`src/rtl/nvsc_cfg.svh`:
```
`ifndef NVSC_CFG_SVH
`define NVSC_CFG_SVH
// Functional notes
// - Host holds address stable across the whole write cycle.
// - Host keeps output enable high during writes to avoid contention.
// - Store starts after reads 0000,1555,0AAA,1FFF,10F0,0F0F in order.
// - Recall starts after reads 0000,1555,0AAA,1FFF,10F0,0F0E in order.
// - Host keeps write enable high through all six sequence cycles.
// - Each step is a select-paced read; output enable may stay high.
// - Host must not hold a write state when power-up recall ends.

`define NVSC_CLK_PERIOD_NS     10
`define NVSC_T_STORE_MS        10
`define NVSC_T_RECALL_US       20
`define NVSC_T_RESTORE_US      550
`define NVSC_STORE_CYC    (`NVSC_T_STORE_MS * 1000000 / `NVSC_CLK_PERIOD_NS)
`define NVSC_RECALL_CYC   (`NVSC_T_RECALL_US * 1000 / `NVSC_CLK_PERIOD_NS)
`define NVSC_RESTORE_CYC  (`NVSC_T_RESTORE_US * 1000 / `NVSC_CLK_PERIOD_NS)
// Access phase lengths in clocks (10 ns each)
`define NVSC_SETUP_CYC         2
`define NVSC_PULSE_CYC         4
`define NVSC_HOLD_CYC          2
`define NVSC_SEQ_A0            13'h0000
`define NVSC_SEQ_A1            13'h1555
`define NVSC_SEQ_A2            13'h0AAA
`define NVSC_SEQ_A3            13'h1FFF
`define NVSC_SEQ_A4            13'h10F0
`define NVSC_SEQ_STORE         13'h0F0F
`define NVSC_SEQ_RECALL        13'h0F0E
`endif

```
`src/rtl/nvsc_pkg.sv`:
```
package nvsc_pkg;
	typedef logic [12:0] nvsc_addr_t;
	typedef logic [7:0]  nvsc_data_t;
	typedef enum logic [1:0] {
		NVSC_CMD_READ   = 2'h0,
		NVSC_CMD_WRITE  = 2'h1,
		NVSC_CMD_STORE  = 2'h2,
		NVSC_CMD_RECALL = 2'h3
	} nvsc_cmd_e;
	typedef enum logic [2:0] {
		NVSC_IDLE  = 3'h0,
		NVSC_SETUP = 3'h1,
		NVSC_PULSE = 3'h3,
		NVSC_HOLD  = 3'h2,
		NVSC_NEXT  = 3'h6,
		NVSC_WAIT  = 3'h4
	} nvsc_state_e;
endpackage

```
`src/rtl/nvsc_seq_rom.sv`:
```
`timescale 1ns/1ps
`include "nvsc_cfg.svh"
// Address of each trigger step; the last one picks store or recall
module nvsc_seq_rom (
	input  wire logic [2:0]      step_in,
	input  wire logic            recall_in,
	output nvsc_pkg::nvsc_addr_t addr_out
);
	import nvsc_pkg::*;
	// Fixed six-step order, shared prefix for both operations
	always_comb begin
		unique case (step_in)
			3'h0: addr_out = `NVSC_SEQ_A0;
			3'h1: addr_out = `NVSC_SEQ_A1;
			3'h2: addr_out = `NVSC_SEQ_A2;
			3'h3: addr_out = `NVSC_SEQ_A3;
			3'h4: addr_out = `NVSC_SEQ_A4;
			3'h5: addr_out = recall_in ? `NVSC_SEQ_RECALL : `NVSC_SEQ_STORE;
			default: addr_out = `NVSC_SEQ_A0;
		endcase
	end
endmodule

```
`src/rtl/nvsc_host.sv`:
```
`timescale 1ns/1ps
`include "nvsc_cfg.svh"
// Host-side controller for a byte-wide nonvolatile static memory
module nvsc_host #(
	parameter int STORE_CYC   = `NVSC_STORE_CYC,
	parameter int RESTORE_CYC = `NVSC_RESTORE_CYC
) (
	input  wire logic                 CLK_IN,
	input  wire logic                 RESET_IN,
	input  wire logic                 CE_IN,
	input  wire logic                 REQ_VALID_IN,
	input  nvsc_pkg::nvsc_cmd_e       REQ_CMD_IN,
	input  nvsc_pkg::nvsc_addr_t      REQ_ADDR_IN,
	input  nvsc_pkg::nvsc_data_t      REQ_WDATA_IN,
	input  wire logic                 SUPPLY_LOW_IN,
	output logic                      REQ_READY_OUT,
	output logic                      RSP_VALID_OUT,
	output nvsc_pkg::nvsc_data_t      RSP_RDATA_OUT,
	output logic                      STORE_BLOCKED_OUT,
	output nvsc_pkg::nvsc_addr_t      WORD_ADDRESS_OUT,
	output logic                      SEL_N_OUT,
	output logic                      WR_N_OUT,
	output logic                      OE_N_OUT,
	input  nvsc_pkg::nvsc_data_t      DATA_BUS_IN,
	output nvsc_pkg::nvsc_data_t      DATA_BUS_OUT,
	output logic                      DATA_BUS_OE_OUT
);
	import nvsc_pkg::*;

	localparam int RECALL_CYC = `NVSC_RECALL_CYC;
	// Counter must hold the longest wait, whichever parameter that is
	localparam int LONG_CYC   = (STORE_CYC > RECALL_CYC) ? STORE_CYC : RECALL_CYC;
	localparam int MAX_CYC    = (LONG_CYC > RESTORE_CYC) ? LONG_CYC : RESTORE_CYC;
	localparam int CW         = $clog2(MAX_CYC + 1);

	nvsc_state_e      state, next_state;
	nvsc_cmd_e        cmd, next_cmd;
	nvsc_addr_t       addr, next_addr;
	nvsc_data_t       wdata, next_wdata;
	logic [2:0]       step, next_step;
	logic [CW-1:0]    cnt, next_cnt;
	logic             powerup, next_powerup;
	logic             sel_n, next_sel_n;
	logic             wr_n, next_wr_n;
	logic             oe_n, next_oe_n;
	logic             doe, next_doe;
	logic             rsp, next_rsp;
	nvsc_data_t       rdata, next_rdata;
	logic             blocked, next_blocked;
	nvsc_addr_t       seq_addr;
	logic             is_seq;

	nvsc_seq_rom u_rom (
		.step_in   (step),
		.recall_in (cmd == NVSC_CMD_RECALL),
		.addr_out  (seq_addr)
	);

	assign is_seq            = (cmd == NVSC_CMD_STORE) || (cmd == NVSC_CMD_RECALL);
	assign REQ_READY_OUT     = (state == NVSC_IDLE) && !powerup;
	assign RSP_VALID_OUT     = rsp;
	assign RSP_RDATA_OUT     = rdata;
	assign STORE_BLOCKED_OUT = blocked;
	assign WORD_ADDRESS_OUT  = addr;
	assign SEL_N_OUT         = sel_n;
	assign WR_N_OUT          = wr_n;
	assign OE_N_OUT          = oe_n;
	assign DATA_BUS_OUT      = wdata;
	assign DATA_BUS_OE_OUT   = doe;

	// Access sequencer; the whole trigger runs uninterrupted so nothing intervenes
	always_comb begin
		next_state   = state;
		next_cmd     = cmd;
		next_addr    = addr;
		next_wdata   = wdata;
		next_step    = step;
		next_cnt     = cnt;
		next_powerup = powerup;
		next_sel_n   = sel_n;
		next_wr_n    = wr_n;
		next_oe_n    = oe_n;
		next_doe     = doe;
		next_rsp     = 1'b0;
		next_rdata   = rdata;
		next_blocked = 1'b0;
		unique case (state)
			NVSC_IDLE: begin
				next_sel_n = 1'b1;
				next_wr_n  = 1'b1;
				next_oe_n  = 1'b1;
				next_doe   = 1'b0;
				if (powerup) begin
					// Wait out power-up recall with all strobes idle
					next_cnt   = CW'(RESTORE_CYC);
					next_state = NVSC_WAIT;
				end else if (REQ_VALID_IN) begin
					if (REQ_CMD_IN == NVSC_CMD_STORE && SUPPLY_LOW_IN) begin
						next_blocked = 1'b1;
						next_rsp     = 1'b1;
					end else begin
						next_cmd   = REQ_CMD_IN;
						next_wdata = REQ_WDATA_IN;
						next_step  = 3'h0;
						next_addr  = (REQ_CMD_IN == NVSC_CMD_STORE ||
							REQ_CMD_IN == NVSC_CMD_RECALL) ? `NVSC_SEQ_A0 : REQ_ADDR_IN;
						next_cnt   = CW'(`NVSC_SETUP_CYC);
						next_state = NVSC_SETUP;
					end
				end
			end
			NVSC_SETUP: begin
				// Address settles before select falls
				next_cnt = cnt - CW'(1);
				if (cnt == CW'(1)) begin
					next_sel_n = 1'b0;
					if (cmd == NVSC_CMD_WRITE) begin
						next_wr_n = 1'b0;
						next_doe  = 1'b1;
						next_oe_n = 1'b1;
					end else begin
						next_wr_n = 1'b1;
						next_oe_n = is_seq;
					end
					next_cnt   = CW'(`NVSC_PULSE_CYC);
					next_state = NVSC_PULSE;
				end
			end
			NVSC_PULSE: begin
				next_cnt = cnt - CW'(1);
				if (cnt == CW'(1)) begin
					// Capture before strobes rise; write ends on select edge
					if (cmd == NVSC_CMD_READ)
						next_rdata = DATA_BUS_IN;
					next_sel_n = 1'b1;
					next_oe_n  = 1'b1;
					next_cnt   = CW'(`NVSC_HOLD_CYC);
					next_state = NVSC_HOLD;
				end
			end
			NVSC_HOLD: begin
				// Address and write data held past the rising edge
				next_cnt = cnt - CW'(1);
				if (cnt == CW'(1)) begin
					next_wr_n  = 1'b1;
					next_doe   = 1'b0;
					next_state = NVSC_NEXT;
				end
			end
			NVSC_NEXT: begin
				if (is_seq && step != 3'h5) begin
					next_step  = step + 3'h1;
					next_state = NVSC_SETUP;
					next_cnt   = CW'(`NVSC_SETUP_CYC);
				end else if (is_seq) begin
					// Device busy: no access until the window expires
					next_cnt   = (cmd == NVSC_CMD_STORE) ? CW'(STORE_CYC) : CW'(RECALL_CYC);
					next_state = NVSC_WAIT;
				end else begin
					next_rsp   = 1'b1;
					next_state = NVSC_IDLE;
				end
			end
			NVSC_WAIT: begin
				next_cnt = cnt - CW'(1);
				if (cnt <= CW'(1)) begin
					next_rsp     = !powerup;
					next_powerup = 1'b0;
					next_step    = 3'h0;
					next_state   = NVSC_IDLE;
				end
			end
			default: next_state = NVSC_IDLE;
		endcase
		if (state == NVSC_NEXT && is_seq && step != 3'h5)
			next_addr = seq_addr;
		else if (state == NVSC_NEXT && is_seq)
			next_addr = addr;
	end

	// Sequencer address must lead the step it is issued for
	nvsc_addr_t step_addr;
	nvsc_seq_rom u_rom_next (
		.step_in   (step + 3'h1),
		.recall_in (cmd == NVSC_CMD_RECALL),
		.addr_out  (step_addr)
	);

	// Registers; clock enable freezes everything except the synchronous reset
	always_ff @(posedge CLK_IN) begin
		if (RESET_IN) begin
			state   <= NVSC_IDLE;
			cmd     <= NVSC_CMD_READ;
			addr    <= 13'h0000;
			wdata   <= 8'h00;
			step    <= 3'h0;
			cnt     <= '0;
			powerup <= 1'b1;
			sel_n   <= 1'b1;
			wr_n    <= 1'b1;
			oe_n    <= 1'b1;
			doe     <= 1'b0;
			rsp     <= 1'b0;
			rdata   <= 8'h00;
			blocked <= 1'b0;
		end else if (CE_IN) begin
			state   <= next_state;
			cmd     <= next_cmd;
			addr    <= (state == NVSC_NEXT && is_seq && step != 3'h5) ? step_addr : next_addr;
			wdata   <= next_wdata;
			step    <= next_step;
			cnt     <= next_cnt;
			powerup <= next_powerup;
			sel_n   <= next_sel_n;
			wr_n    <= next_wr_n;
			oe_n    <= next_oe_n;
			doe     <= next_doe;
			rsp     <= next_rsp;
			rdata   <= next_rdata;
			blocked <= next_blocked;
		end
	end
endmodule

```
`config.mk`:
```
export PLATFORM = sky130hd
export DESIGN_NAME = nvsc_host
export DESIGN_NICKNAME = d
export VERILOG_FILES = /design/src/rtl/nvsc_pkg.sv /design/src/rtl/nvsc_seq_rom.sv /design/src/rtl/nvsc_host.sv
export VERILOG_INCLUDE_DIRS = /design/src /design/src/rtl
export SDC_FILE = /design/constraint.sdc
export NUM_CORES = 1
export LEC_CHECK = 0
export ABC_CLOCK_PERIOD_IN_PS = 4050
export BUFFER_PORTS_ARGS = -buffer_cell sky130_fd_sc_hd__buf_2
export CAP_MARGIN = 30
export CELL_PAD_IN_SITES_DETAIL_PLACEMENT = 1
export CELL_PAD_IN_SITES_GLOBAL_PLACEMENT = 2
export CORE_ASPECT_RATIO = 0.7
export CORE_MARGIN = 2
export CORE_UTILIZATION = 35
export DETAILED_ROUTE_END_ITERATION = 8
export PLACE_DENSITY_LB_ADDON = 0.1
export SKIP_LAST_GASP = 1
export SYNTH_ARGS = -nofsm -noshare
export SYNTH_HDL_FRONTEND = slang
export SYNTH_HIERARCHICAL = 1
export SYNTH_SLANG_ARGS = --single-unit
```
`constraint.sdc`:
```
create_clock -name CLK_IN -period 4.05 [get_ports CLK_IN]
set_input_delay 0.2025 -clock CLK_IN [delete_from_list [all_inputs] [get_ports CLK_IN]]
set_output_delay 0.2025 -clock CLK_IN [all_outputs]
set_load 0.02 [all_outputs]
```
* After elaboration in Yosys (flattened, before gate mapping)
Cells that the tools add are included. W data, S select, Z words.
Storage, ports and cells: word-level logic and storage cells 131, output and inout bits 36, register bits after elaboration 64
Operators by class: add/subtract/negate cells 2, bitwise gates (word level) 2, reduce and logical (&&, ||, !) cells 27, equality and inequality tests 32, mux-type cells 53, order comparisons 1
Operator list (number):
- $mux W20 | 8
- $pmux W20 S5 | 1
- $mux W13 | 7
- $pmux W13 S5 | 1
- $mux W3 | 13
- $eq A20 B1 Y1 const B | 1
- $le A20 B1 Y1 const B | 1
- $ne A2 B2 Y1 const B | 10
- $sub A20 B1 Y20 const B | 1
- $pmux W3 S6 | 1
- $mux W1 | 16
- $pmux W1 S3 | 5
- $reduce_and A5 Y1 | 3
- $reduce_and A7 Y1 | 2
- $eq A3 B2 Y1 const B | 4
- $eq A3 B3 Y1 const B | 4
- $ne A3 B3 Y1 const B | 4
- $reduce_and A4 Y1 | 3
- $pmux W3 S3 | 1
- $reduce_bool A3 Y1 | 3
- $eq A2 B2 Y1 const B | 4
- $eq A3 B1 Y1 const B | 2
- $reduce_and A6 Y1 | 1
- $logic_and A1 B1 Y1 | 5
- 12 further kinds | 16

* Logic depth before layout (Yosys ltp)
Gate-level depths: netlist of the first run.
word-level depth 9, depth in mapped cells 10, mapped depth without buffers 9

* Cells and area by module
The synthesis of the first run kept the hierarchy.
By module, submodules not included:
- nvsc_host | instances 1, sequential area each 1281.2 µm², cells each 445, area an instance 3619.7 µm²
- nvsc_seq_rom | instances 1, sequential area each 0.0 µm², cells each 28, area an instance 175.2 µm²

* Worst setup path before layout of the first run
Ideal clock, no wire load.
path type reg-to-reg, from register state[2], to register addr[0], in the netlist WORD_ADDRESS_OUT[0], period minus slack after synthesis 2.139 ns, slack 1.911 ns, buffers on the path 3, arrival time 2.001 ns, setup time 0.138 ns, cell stages (with the launch flop) 8, path through dfxtp_1 -> clkbuf_1 -> nor4_2 -> and3_1 -> o21a_1 -> buf_2 -> clkbuf_1 -> a211oi_1
Between the ends: cells in the longest elaborated chain, start to end 5, elaborated cells on any way between the ends 11, those cells by class 4 x eq/ne; 1 x mux; 6 x reduce/logical
RTL lines:
- start, declared | line nvsc_host.sv:36 | nvsc_state_e state, next_state;
- start signal, assigned | line nvsc_host.sv:207 | state <= next_state;
- $eq A3 B3 Y1 | line nvsc_host.sv:175, nvsc_host.sv:177, nvsc_host.sv:209
- $logic_and A1 B1 Y1 | line nvsc_host.sv:175, nvsc_host.sv:177, nvsc_host.sv:209
- $logic_and A1 B1 Y1 | line nvsc_host.sv:175, nvsc_host.sv:209
- $ne A2 B2 Y1 (no line) (tied with other cells)
- $reduce_and A6 Y1 (no line)
- end signal, assigned | line nvsc_host.sv:209 | addr <= (state == NVSC_NEXT && is_seq && step != 3'h5) ? step_addr : next_addr;
- end, declared | line nvsc_host.sv:38 | nvsc_addr_t addr, next_addr;
Several ways; a longest one is shown, not always the timed one. A chain may end at the register's enable or synchronous reset.

* Final worst setup path of the first run
from register state[1], to register addr[12], in the netlist WORD_ADDRESS_OUT[12]
Same word-level chain as after synthesis.

==> results by group, run 1 <==
Critical path
  • Crit Path Class: flop to flop
  • R2R Setup Slk: 1460 ps
  • WP data arrival: 2830 ps
  • Critical path endpoint category: flop
  • Worst r2r dst: WORD_ADDRESS_OUT[12]
  • CP required: 4290 ps
  • CP cell instances: nand3b_1 -> nor2b_2 -> o21a_1 -> nor2_1 -> a211oi_1
  • CP max stage delay: 720 ps
  • Startpoint Class: flop
  • Crit Reg-Reg Startpoint: state[1]
  • Slowest-stage cell, CP: o21a_1
  • Critical path fanouts, max: 26
  • Worst Reg2Reg Path Length in Cells: 5

Synthesis
  • Cell variety after synth: 70
  • Sequential fraction of the synthesis area: 0.338
  • Syn Nets: 514
  • Cell count after synthesis: 473
  • #FFs+latches synth: 64
  • Most used DFF post-synth: dfxtp_1
  • Ranking of synthesized cells by area: dfxtp_1, nor2_1, mux2i_1
  • Area share of the largest cell type after synthesis: 0.338
  • Syn_area_per_cell: 8.02 µm²
  • Synth warn: 6
  • Area leader, netlist: dfxtp_1
  • FFs w/ async S/R, synth: 0
  • Post-Syn Area: 3790 µm²
  • EDFF count, synth: 0

Run status
  • Outcome: finished clean

Clocking
  • Hold Buf Count CTS: 0
  • Postcts setup bufs: 0
  • Clock Path Buffers: 2
  • CTS clock-pin slew for the worst setup and hold paths: 60 ps
  • CTS tree: done
  • TritonCTS buffer count: 9
  • # resized after CTS: 0
  • # H-tree levels: 3
  • CTS Sinks: 64
  • Clock root buffer master: clkbuf_16
  • Clock insertion delay at the later pin of the skew report: 340 ps

Global route
  • First-pass GRT wire length: 20500 µm
  • M2 GR Usage: 0.321
  • Top Usage Layer GRT: met1
  • Met1 Use GR: 0.326
  • Initial antenna violation count: 0
  • Largest net degree at the start of global routing: 59
  • Vias in the first global route: 3826
  • Grt met3 use: 0.0542
  • Grt ovf: 0
  • Total GRT Usage: 0.221

STA
  • Minimum clock period: 2590 ps
  • Worst clock skew: 5.74 ps
  • Worst relative slew slack: 0.408
  • Worst-Margin Slew: 888 ps
  • Setup TNS: 0 ps
  • Tightest hold margin: 92.6 ps
  • Slack of the critical path: 1460 ps
  • Max Clock Freq: 387 MHz
  • Final worst-path cycle share: 0.639
  • Final hold vios: 0
  • Max-slew violations: 0
  • Setup-failing EPs final: 0
  • RSZ-0062 raised after global routing: false

Layout
  • Layout Nets: 562
  • N_diodes: 0
  • Layout cells sized above 1: 0.209
  • Synth-to-Final Area Change: 17.7%
  • Finished Cell Area: 4470 µm²

Min path
  • Worst Hold Path EP: DATA_BUS_OUT[2]
  • Hold wc startpoint: REQ_WDATA_IN[2]
  • Hold depth: 3
  • Hold crit path type: input port to flop

Routing
  • Total number of vias: 3770
  • Initial drt markers: 226
  • Post-DRT Antenna Nets: 0
  • WL/cell: 18.7 µm
  • Final WL: 12300 µm
  • Residual DRC count: 0
  • Drt via density: 5.73
  • Detailed Routing Iterations Pass 1: 5

Flow run
  • Total of max-cap violations: 0

Place
  • IO Port Bufs: 71
  • GPL Wtd Cong: 0.866
  • Post-place setup slack: 1510 ps
  • HPWL Detailed: 8710 µm
  • Cell area after placement: 4160 µm²

Floorplan
  • Site Rows: 31
  • Die area: 11700 µm²
  • IO Count: 72
  • Starting Density: 0.364
  • Die Ht: 91.1 µm
  • Placeable Area: 10400 µm²
  • Die X: 128 µm

Power and ir drop
  • P_leak: 0.00188 µW
  • Peak VDD IR: 268 µV
  • Sequential fraction of design power: 0.369
  • NetSw: 598 µW
  • Final Power: 1900 µW
  • PwrDens: 425 nW/µm²
  • Internal power: 1300 µW
  • Switching Share: 0.315
  • Logic gate share of total power: 0.205
  • Clk pwr share: 0.426
## metrics by stage
step | cells | utilization
floorplan | 473 | -
global placement | 641 | 0.397
detailed placement | 642 | 0.399
CTS | 658 | 0.428
global route | 658 | 0.428
finish | 658 | 0.428
## flip-flops by register name (all words and copies together), names as in the netlist
name               count
cnt                   20
WORD_ADDRESS_OUT      13
DATA_BUS_OUT           8
RSP_RDATA_OUT          8
state                  3
step                   3
cmd                    2
DATA_BUS_OE_OUT        1
OE_N_OUT               1
RSP_VALID_OUT          1
SEL_N_OUT              1
STORE_BLOCKED_OUT      1
WR_N_OUT               1
powerup                1
## cell families (layout without fill, tap and decap cells)
logic type,Yosys count,in the layout,share of synthesized area
simple gates,207,207,0.309
compound gates,120,120,0.209
flops,64,64,0.338
buf+inv,54,107,0.0676
mux,21,21,0.0554
fa+ha+maj,5,5,0.0165
xor+xnor,2,2,0.00462
## final cells by class
type                            instances  area (µm²)
Clock buffer                           11         253
Clock inverter                          5        55.1
Fill cell                            1281        5970
Inverter                               17        63.8
Multi-Input combinational cell        355        2260
Sequential cell                        64        1280
Tap cell                              132         165
Timing Repair Buffer                   74         385
## Yosys cell counts (all sizes together) (4+ instances only)
library cell,instances
dfxtp,64
nor2,58
a21oi,36
nand2,32
mux2i,21
clkbuf,19
nor4,19
buf,18
nor3,18
o21ai,18
a211oi,17
inv,16
nor3b,14
nand3,12
a31oi,8
nand2b,8
nand4,6
nor2b,6
o21a,6
or3,6
a21o,5
ha,5
nand3b,5
o31ai,5
or4,5
and2,4
o211ai,4
## worst max-delay path, delay by kind of cell, from the launching register on
family             cells  cell delay, ps
and+or+nand+nor        3             800
AOI/OAI and AO/OA      2             990
DFF                    1             700
## layer usage
metal,routed length (µm),vias up
li1,-,1834
met1,6430,1831
met2,5090,96
met3,700,9
met4,108,0
met5,0,-
## worst max-delay path by stage
| stage | from | endpoint | slack, ps | depth (start not counted) |
|---|---|---|---|---|
| floorplan | state[2] | WORD_ADDRESS_OUT[0] | 1910 | 7 |
| global placement | state[0] | cnt[18] | 1640 | 5 |
| detailed placement | step[0] | WORD_ADDRESS_OUT[6] | 1510 | 9 |
| CTS | step[0] | WORD_ADDRESS_OUT[6] | 1440 | 9 |
| global route | state[1] | WORD_ADDRESS_OUT[11] | 1230 | 5 |
| finish | state[1] | WORD_ADDRESS_OUT[12] | 1460 | 5 |
## power by group through the flow
stage                     clock network (µW)  registers, µW  logic, µW
after floorplan                            0            688        291
after detailed placement                   0            714        382
after global routing                     852            707        428
after CTS                                824            700        385
after global placement                     0            713        371
final                                    809            701        390
## cell usage in the layout (no fill, tap or decap), types with 4 or more instances in the layout
master / n
nand2b_1: 8
buf_2: 71
a31oi_1: 8
nor2_1: 58
nand2_1: 32
inv_1: 15
o21ai_0: 14
nor3_1: 17
a21oi_1: 35
mux2i_1: 21
a21o_1: 5
o31ai_1: 5
nand3b_1: 5
ha_1: 5
nand4_1: 5
nor4_1: 16
nand3_1: 11
dfxtp_1: 64
a211oi_1: 16
o21ai_1: 4
nor2b_1: 5
o21a_1: 6
nor3b_1: 13
o211ai_1: 4
clkbuf_16: 9
or3_1: 4
Power figures use the tool's default switching activity.
==> run 2: changes to the inputs <==
--- a/config.mk
+++ b/config.mk
@@ -6,14 +6,14 @@
 export SDC_FILE = /design/constraint.sdc
 export NUM_CORES = 1
 export LEC_CHECK = 0
-export ABC_CLOCK_PERIOD_IN_PS = 4050
+export ABC_CLOCK_PERIOD_IN_PS = 2520
 export BUFFER_PORTS_ARGS = -buffer_cell sky130_fd_sc_hd__buf_2
 export CAP_MARGIN = 30
 export CELL_PAD_IN_SITES_DETAIL_PLACEMENT = 1
 export CELL_PAD_IN_SITES_GLOBAL_PLACEMENT = 2
 export CORE_ASPECT_RATIO = 0.7
 export CORE_MARGIN = 2
-export CORE_UTILIZATION = 35
+export CORE_UTILIZATION = 32
 export DETAILED_ROUTE_END_ITERATION = 8
 export PLACE_DENSITY_LB_ADDON = 0.1
 export SKIP_LAST_GASP = 1
==> constraint.sdc (replaced) <==
create_clock -name CLK_IN -period 2.52 [get_ports CLK_IN]
set_input_delay 0.126 -clock CLK_IN [delete_from_list [all_inputs] [get_ports CLK_IN]]
set_output_delay 0.126 -clock CLK_IN [all_outputs]
set_load 0.02 [all_outputs]
==> run 2 against run 1 <==
  * Power rose by 67%
  * Combinational power rose by 72%
  * Die area rose by 9.0%
  * Fmax rose by 12%
  * Flip-flop and latch count did not move
  * Utilization fell by 2.6 points
  * Clock skew rose by 0.63 ps
  * Sequential share of layout area fell by 1.3 points
  * Via count rose by 0.50%
  * Cell area rose by 4.9%
  * Non-clock buffer count rose by 22
==> results by group, run 2 (synthesized netlist as in run 1, its figures left out) <==
Clocking
  • Hold Buf Count CTS: 0 (unchanged)
  • CTS tree: done
  • # resized after CTS: 0 (unchanged)
  • CTS Sinks: 64 (unchanged)
  • Clock root buffer master: clkbuf_16
  • Clock insertion delay at the later pin of the skew report: 340 ps (about the same)
  • CTS clock-pin slew for the worst setup and hold paths: 60 ps (about the same)
  • Clock Path Buffers: 2 (unchanged)
  • TritonCTS buffer count: 9 (unchanged)
  • Postcts setup bufs: 0 (unchanged)
  • # H-tree levels: 3 (unchanged)

Power and ir drop
  • Peak VDD IR: 321 µV (+20%)
  • Switching Share: 0.310 (-0.00519)
  • Internal power: 2190 µW (+68%)
  • Clk pwr share: 0.440 (+0.014)
  • NetSw: 983 µW (+64%)
  • PwrDens: 678 nW/µm² (+59%)
  • Logic gate share of total power: 0.211 (+0.006)
  • Sequential fraction of design power: 0.349 (-0.020)
  • P_leak: 0.00200 µW (+6.1%)

Run status
  • Outcome: finished clean

Min path
  • Hold crit path type: input port to flop
  • Hold wc startpoint: DATA_BUS_IN[3]
  • Worst Hold Path EP: RSP_RDATA_OUT[3]
  • Hold depth: 3 (unchanged)

Layout
  • Commonest non-fill, non-tap cell in the layout: buf_2
  • Layout Nets: 584 (+3.9%)
  • Largest register by flop count: cnt
  • Most frequent cells in the layout: buf_2, dfxtp_1, nor2_1, a21oi_1, nand2_1
  • Number of flip-flops in the largest register: 20 (unchanged)
  • Layout cells sized above 1: 0.239 (+0.0299)
  • N_diodes: 0 (unchanged)
  • Synth-to-Final Area Change: 23.5%

Critical path
  • Crit Reg-Reg Startpoint: cnt[0]
  • CP cell instances: inv_1 -> ha_1 -> or3b_2 -> or3_4 -> or3_1 -> a31oi_1 -> a211oi_1
  • WP data arrival: 2500 ps (-330 ps)
  • Worst r2r dst: cnt[10]
  • CP max stage delay: 520 ps (-200 ps)
  • Worst Reg2Reg Path Length in Cells: 7 (+2)
  • CP required: 2700 ps (-1590 ps)
  • Critical path endpoint category: flop
  • R2R Setup Slk: 200 ps (-1260 ps)
  • Critical path fanouts, max: 7 (-73%)
  • Startpoint Class: flop
  • Crit Path Class: flop to flop
  • Slowest-stage cell, CP: or3b_2

STA
  • Minimum clock period: 2320 ps (-268 ps)
  • Setup-failing EPs final: 0 (unchanged)
  • Slack of the critical path: 202 ps (-1260 ps)
  • Max Clock Freq: 431 MHz (+12%)
  • Max-slew violations: 0 (unchanged)
  • Final worst-path cycle share: 0.920 (+0.281)
  • RSZ-0062 raised after global routing: false
  • Final hold vios: 0 (unchanged)
  • Setup TNS: 0 ps (unchanged)
  • Worst-Margin Slew: 814 ps (-73.9 ps)
  • Worst clock skew: 6.37 ps (+0.628 ps)
  • Worst relative slew slack: 0.455 (+0.0473)

Global route
  • Largest net degree at the start of global routing: 59 (unchanged)
  • Total GRT Usage: 0.209 (-0.0115)
  • Grt ovf: 0 (unchanged)
  • First-pass GRT wire length: 20800 µm (+1.8%)
  • Vias in the first global route: 3889 (+1.6%)
  • Initial antenna violation count: 0 (unchanged)

Floorplan
  • Starting Density: 0.326 (-0.0378)
  • Placeable Area: 11600 µm² (+12%)
  • IO Count: 72 (unchanged)
  • Die X: 134 µm (+4.4%)
  • Site Rows: 33 (+6.5%)
  • Die area: 12800 µm² (+9.0%)
  • Die Ht: 95.1 µm (+4.4%)

Routing
  • Total number of vias: 3789 (+0.50%)
  • Drt via density: 5.37 (-6.2%)
  • Final WL: 12800 µm (+3.9%)
  • Detailed Routing Iterations Pass 1: 5 (unchanged)
  • WL/cell: 18.2 µm (-3.0%)
  • Residual DRC count: 0 (unchanged)
  • Post-DRT Antenna Nets: 0 (unchanged)
  • Initial drt markers: 227 (+0.44%)

Place
  • Post-place setup slack: 222 ps (-1290 ps)
  • GPL Wtd Cong: 0.833 (-3.9%)
  • IO Port Bufs: 71 (unchanged)
  • HPWL Detailed: 9240 µm (+6.1%)

Flow run
  • Total of max-cap violations: 0 (unchanged)
[run 2: how the worst max path moves through the flow]
stage	from	end	slack [ps]	cells past startpoint
floorplan	state[2]	WORD_ADDRESS_OUT[0]	380	7
detailed placement	cnt[1]	cnt[10]	220	7
global placement	cnt[0]	cnt[10]	300	7
finish	cnt[0]	cnt[10]	200	7
global route	step[0]	WORD_ADDRESS_OUT[3]	50	9
CTS	cnt[1]	cnt[10]	210	7
[run 2: final cells by class]
cell class | count | area (µm²)
Fill cell | 1429 | 6960
Multi-Input combinational cell | 355 | 2260
Sequential cell | 64 | 1280
Timing Repair Buffer | 96 | 556
Clock buffer | 10 | 239
Tap cell | 157 | 196
Clock inverter | 6 | 91.3
Inverter | 17 | 63.8
[run 2: power by group through the flow]
stage | Clock, µW | Combinational, µW | Sequential [µW]
final | 1400 | 671 | 1110
after global routing | 1480 | 741 | 1110
after CTS | 1430 | 663 | 1110
after detailed placement | 0 | 659 | 1130
after global placement | 0 | 652 | 1130
after floorplan | 0 | 468 | 1110
[run 2: stage by stage]
| step | power [µW] | hold WS, ps | std cells | instance area, µm² | utilization |
|---|---|---|---|---|---|
| final | 3180 | 19.1 | 705 | 4690 | 0.403 |
| after global routing | 3330 | 29.3 | 705 | 4690 | 0.403 |
| after CTS | 3200 | 14.8 | 705 | 4690 | 0.403 |
| after detailed placement | 1790 | 366 | 689 | 4360 | 0.374 |
| after global placement | 1780 | 355 | 689 | 4360 | 0.374 |
| after floorplan | 1570 | 270 | 473 | 3790 | - |
[run 2: layer usage]
layer	global-route usage	vias to the layer above	part of all wire
met3	0.0431	14	0.048
met5	0	-	0
met1	0.297	1818	0.52
met4	0.0614	0	0.012
met2	0.320	83	0.42
li1	-	1874	-
[run 2: worst max-delay path, delay by kind of cell (launching register included)]
family / cells / cell delay [ps]
simple gates: 3 / 1200
flops: 1 / 340
fa+ha+maj: 1 / 290
compound gates: 2 / 240
buf+inv: 1 / 80
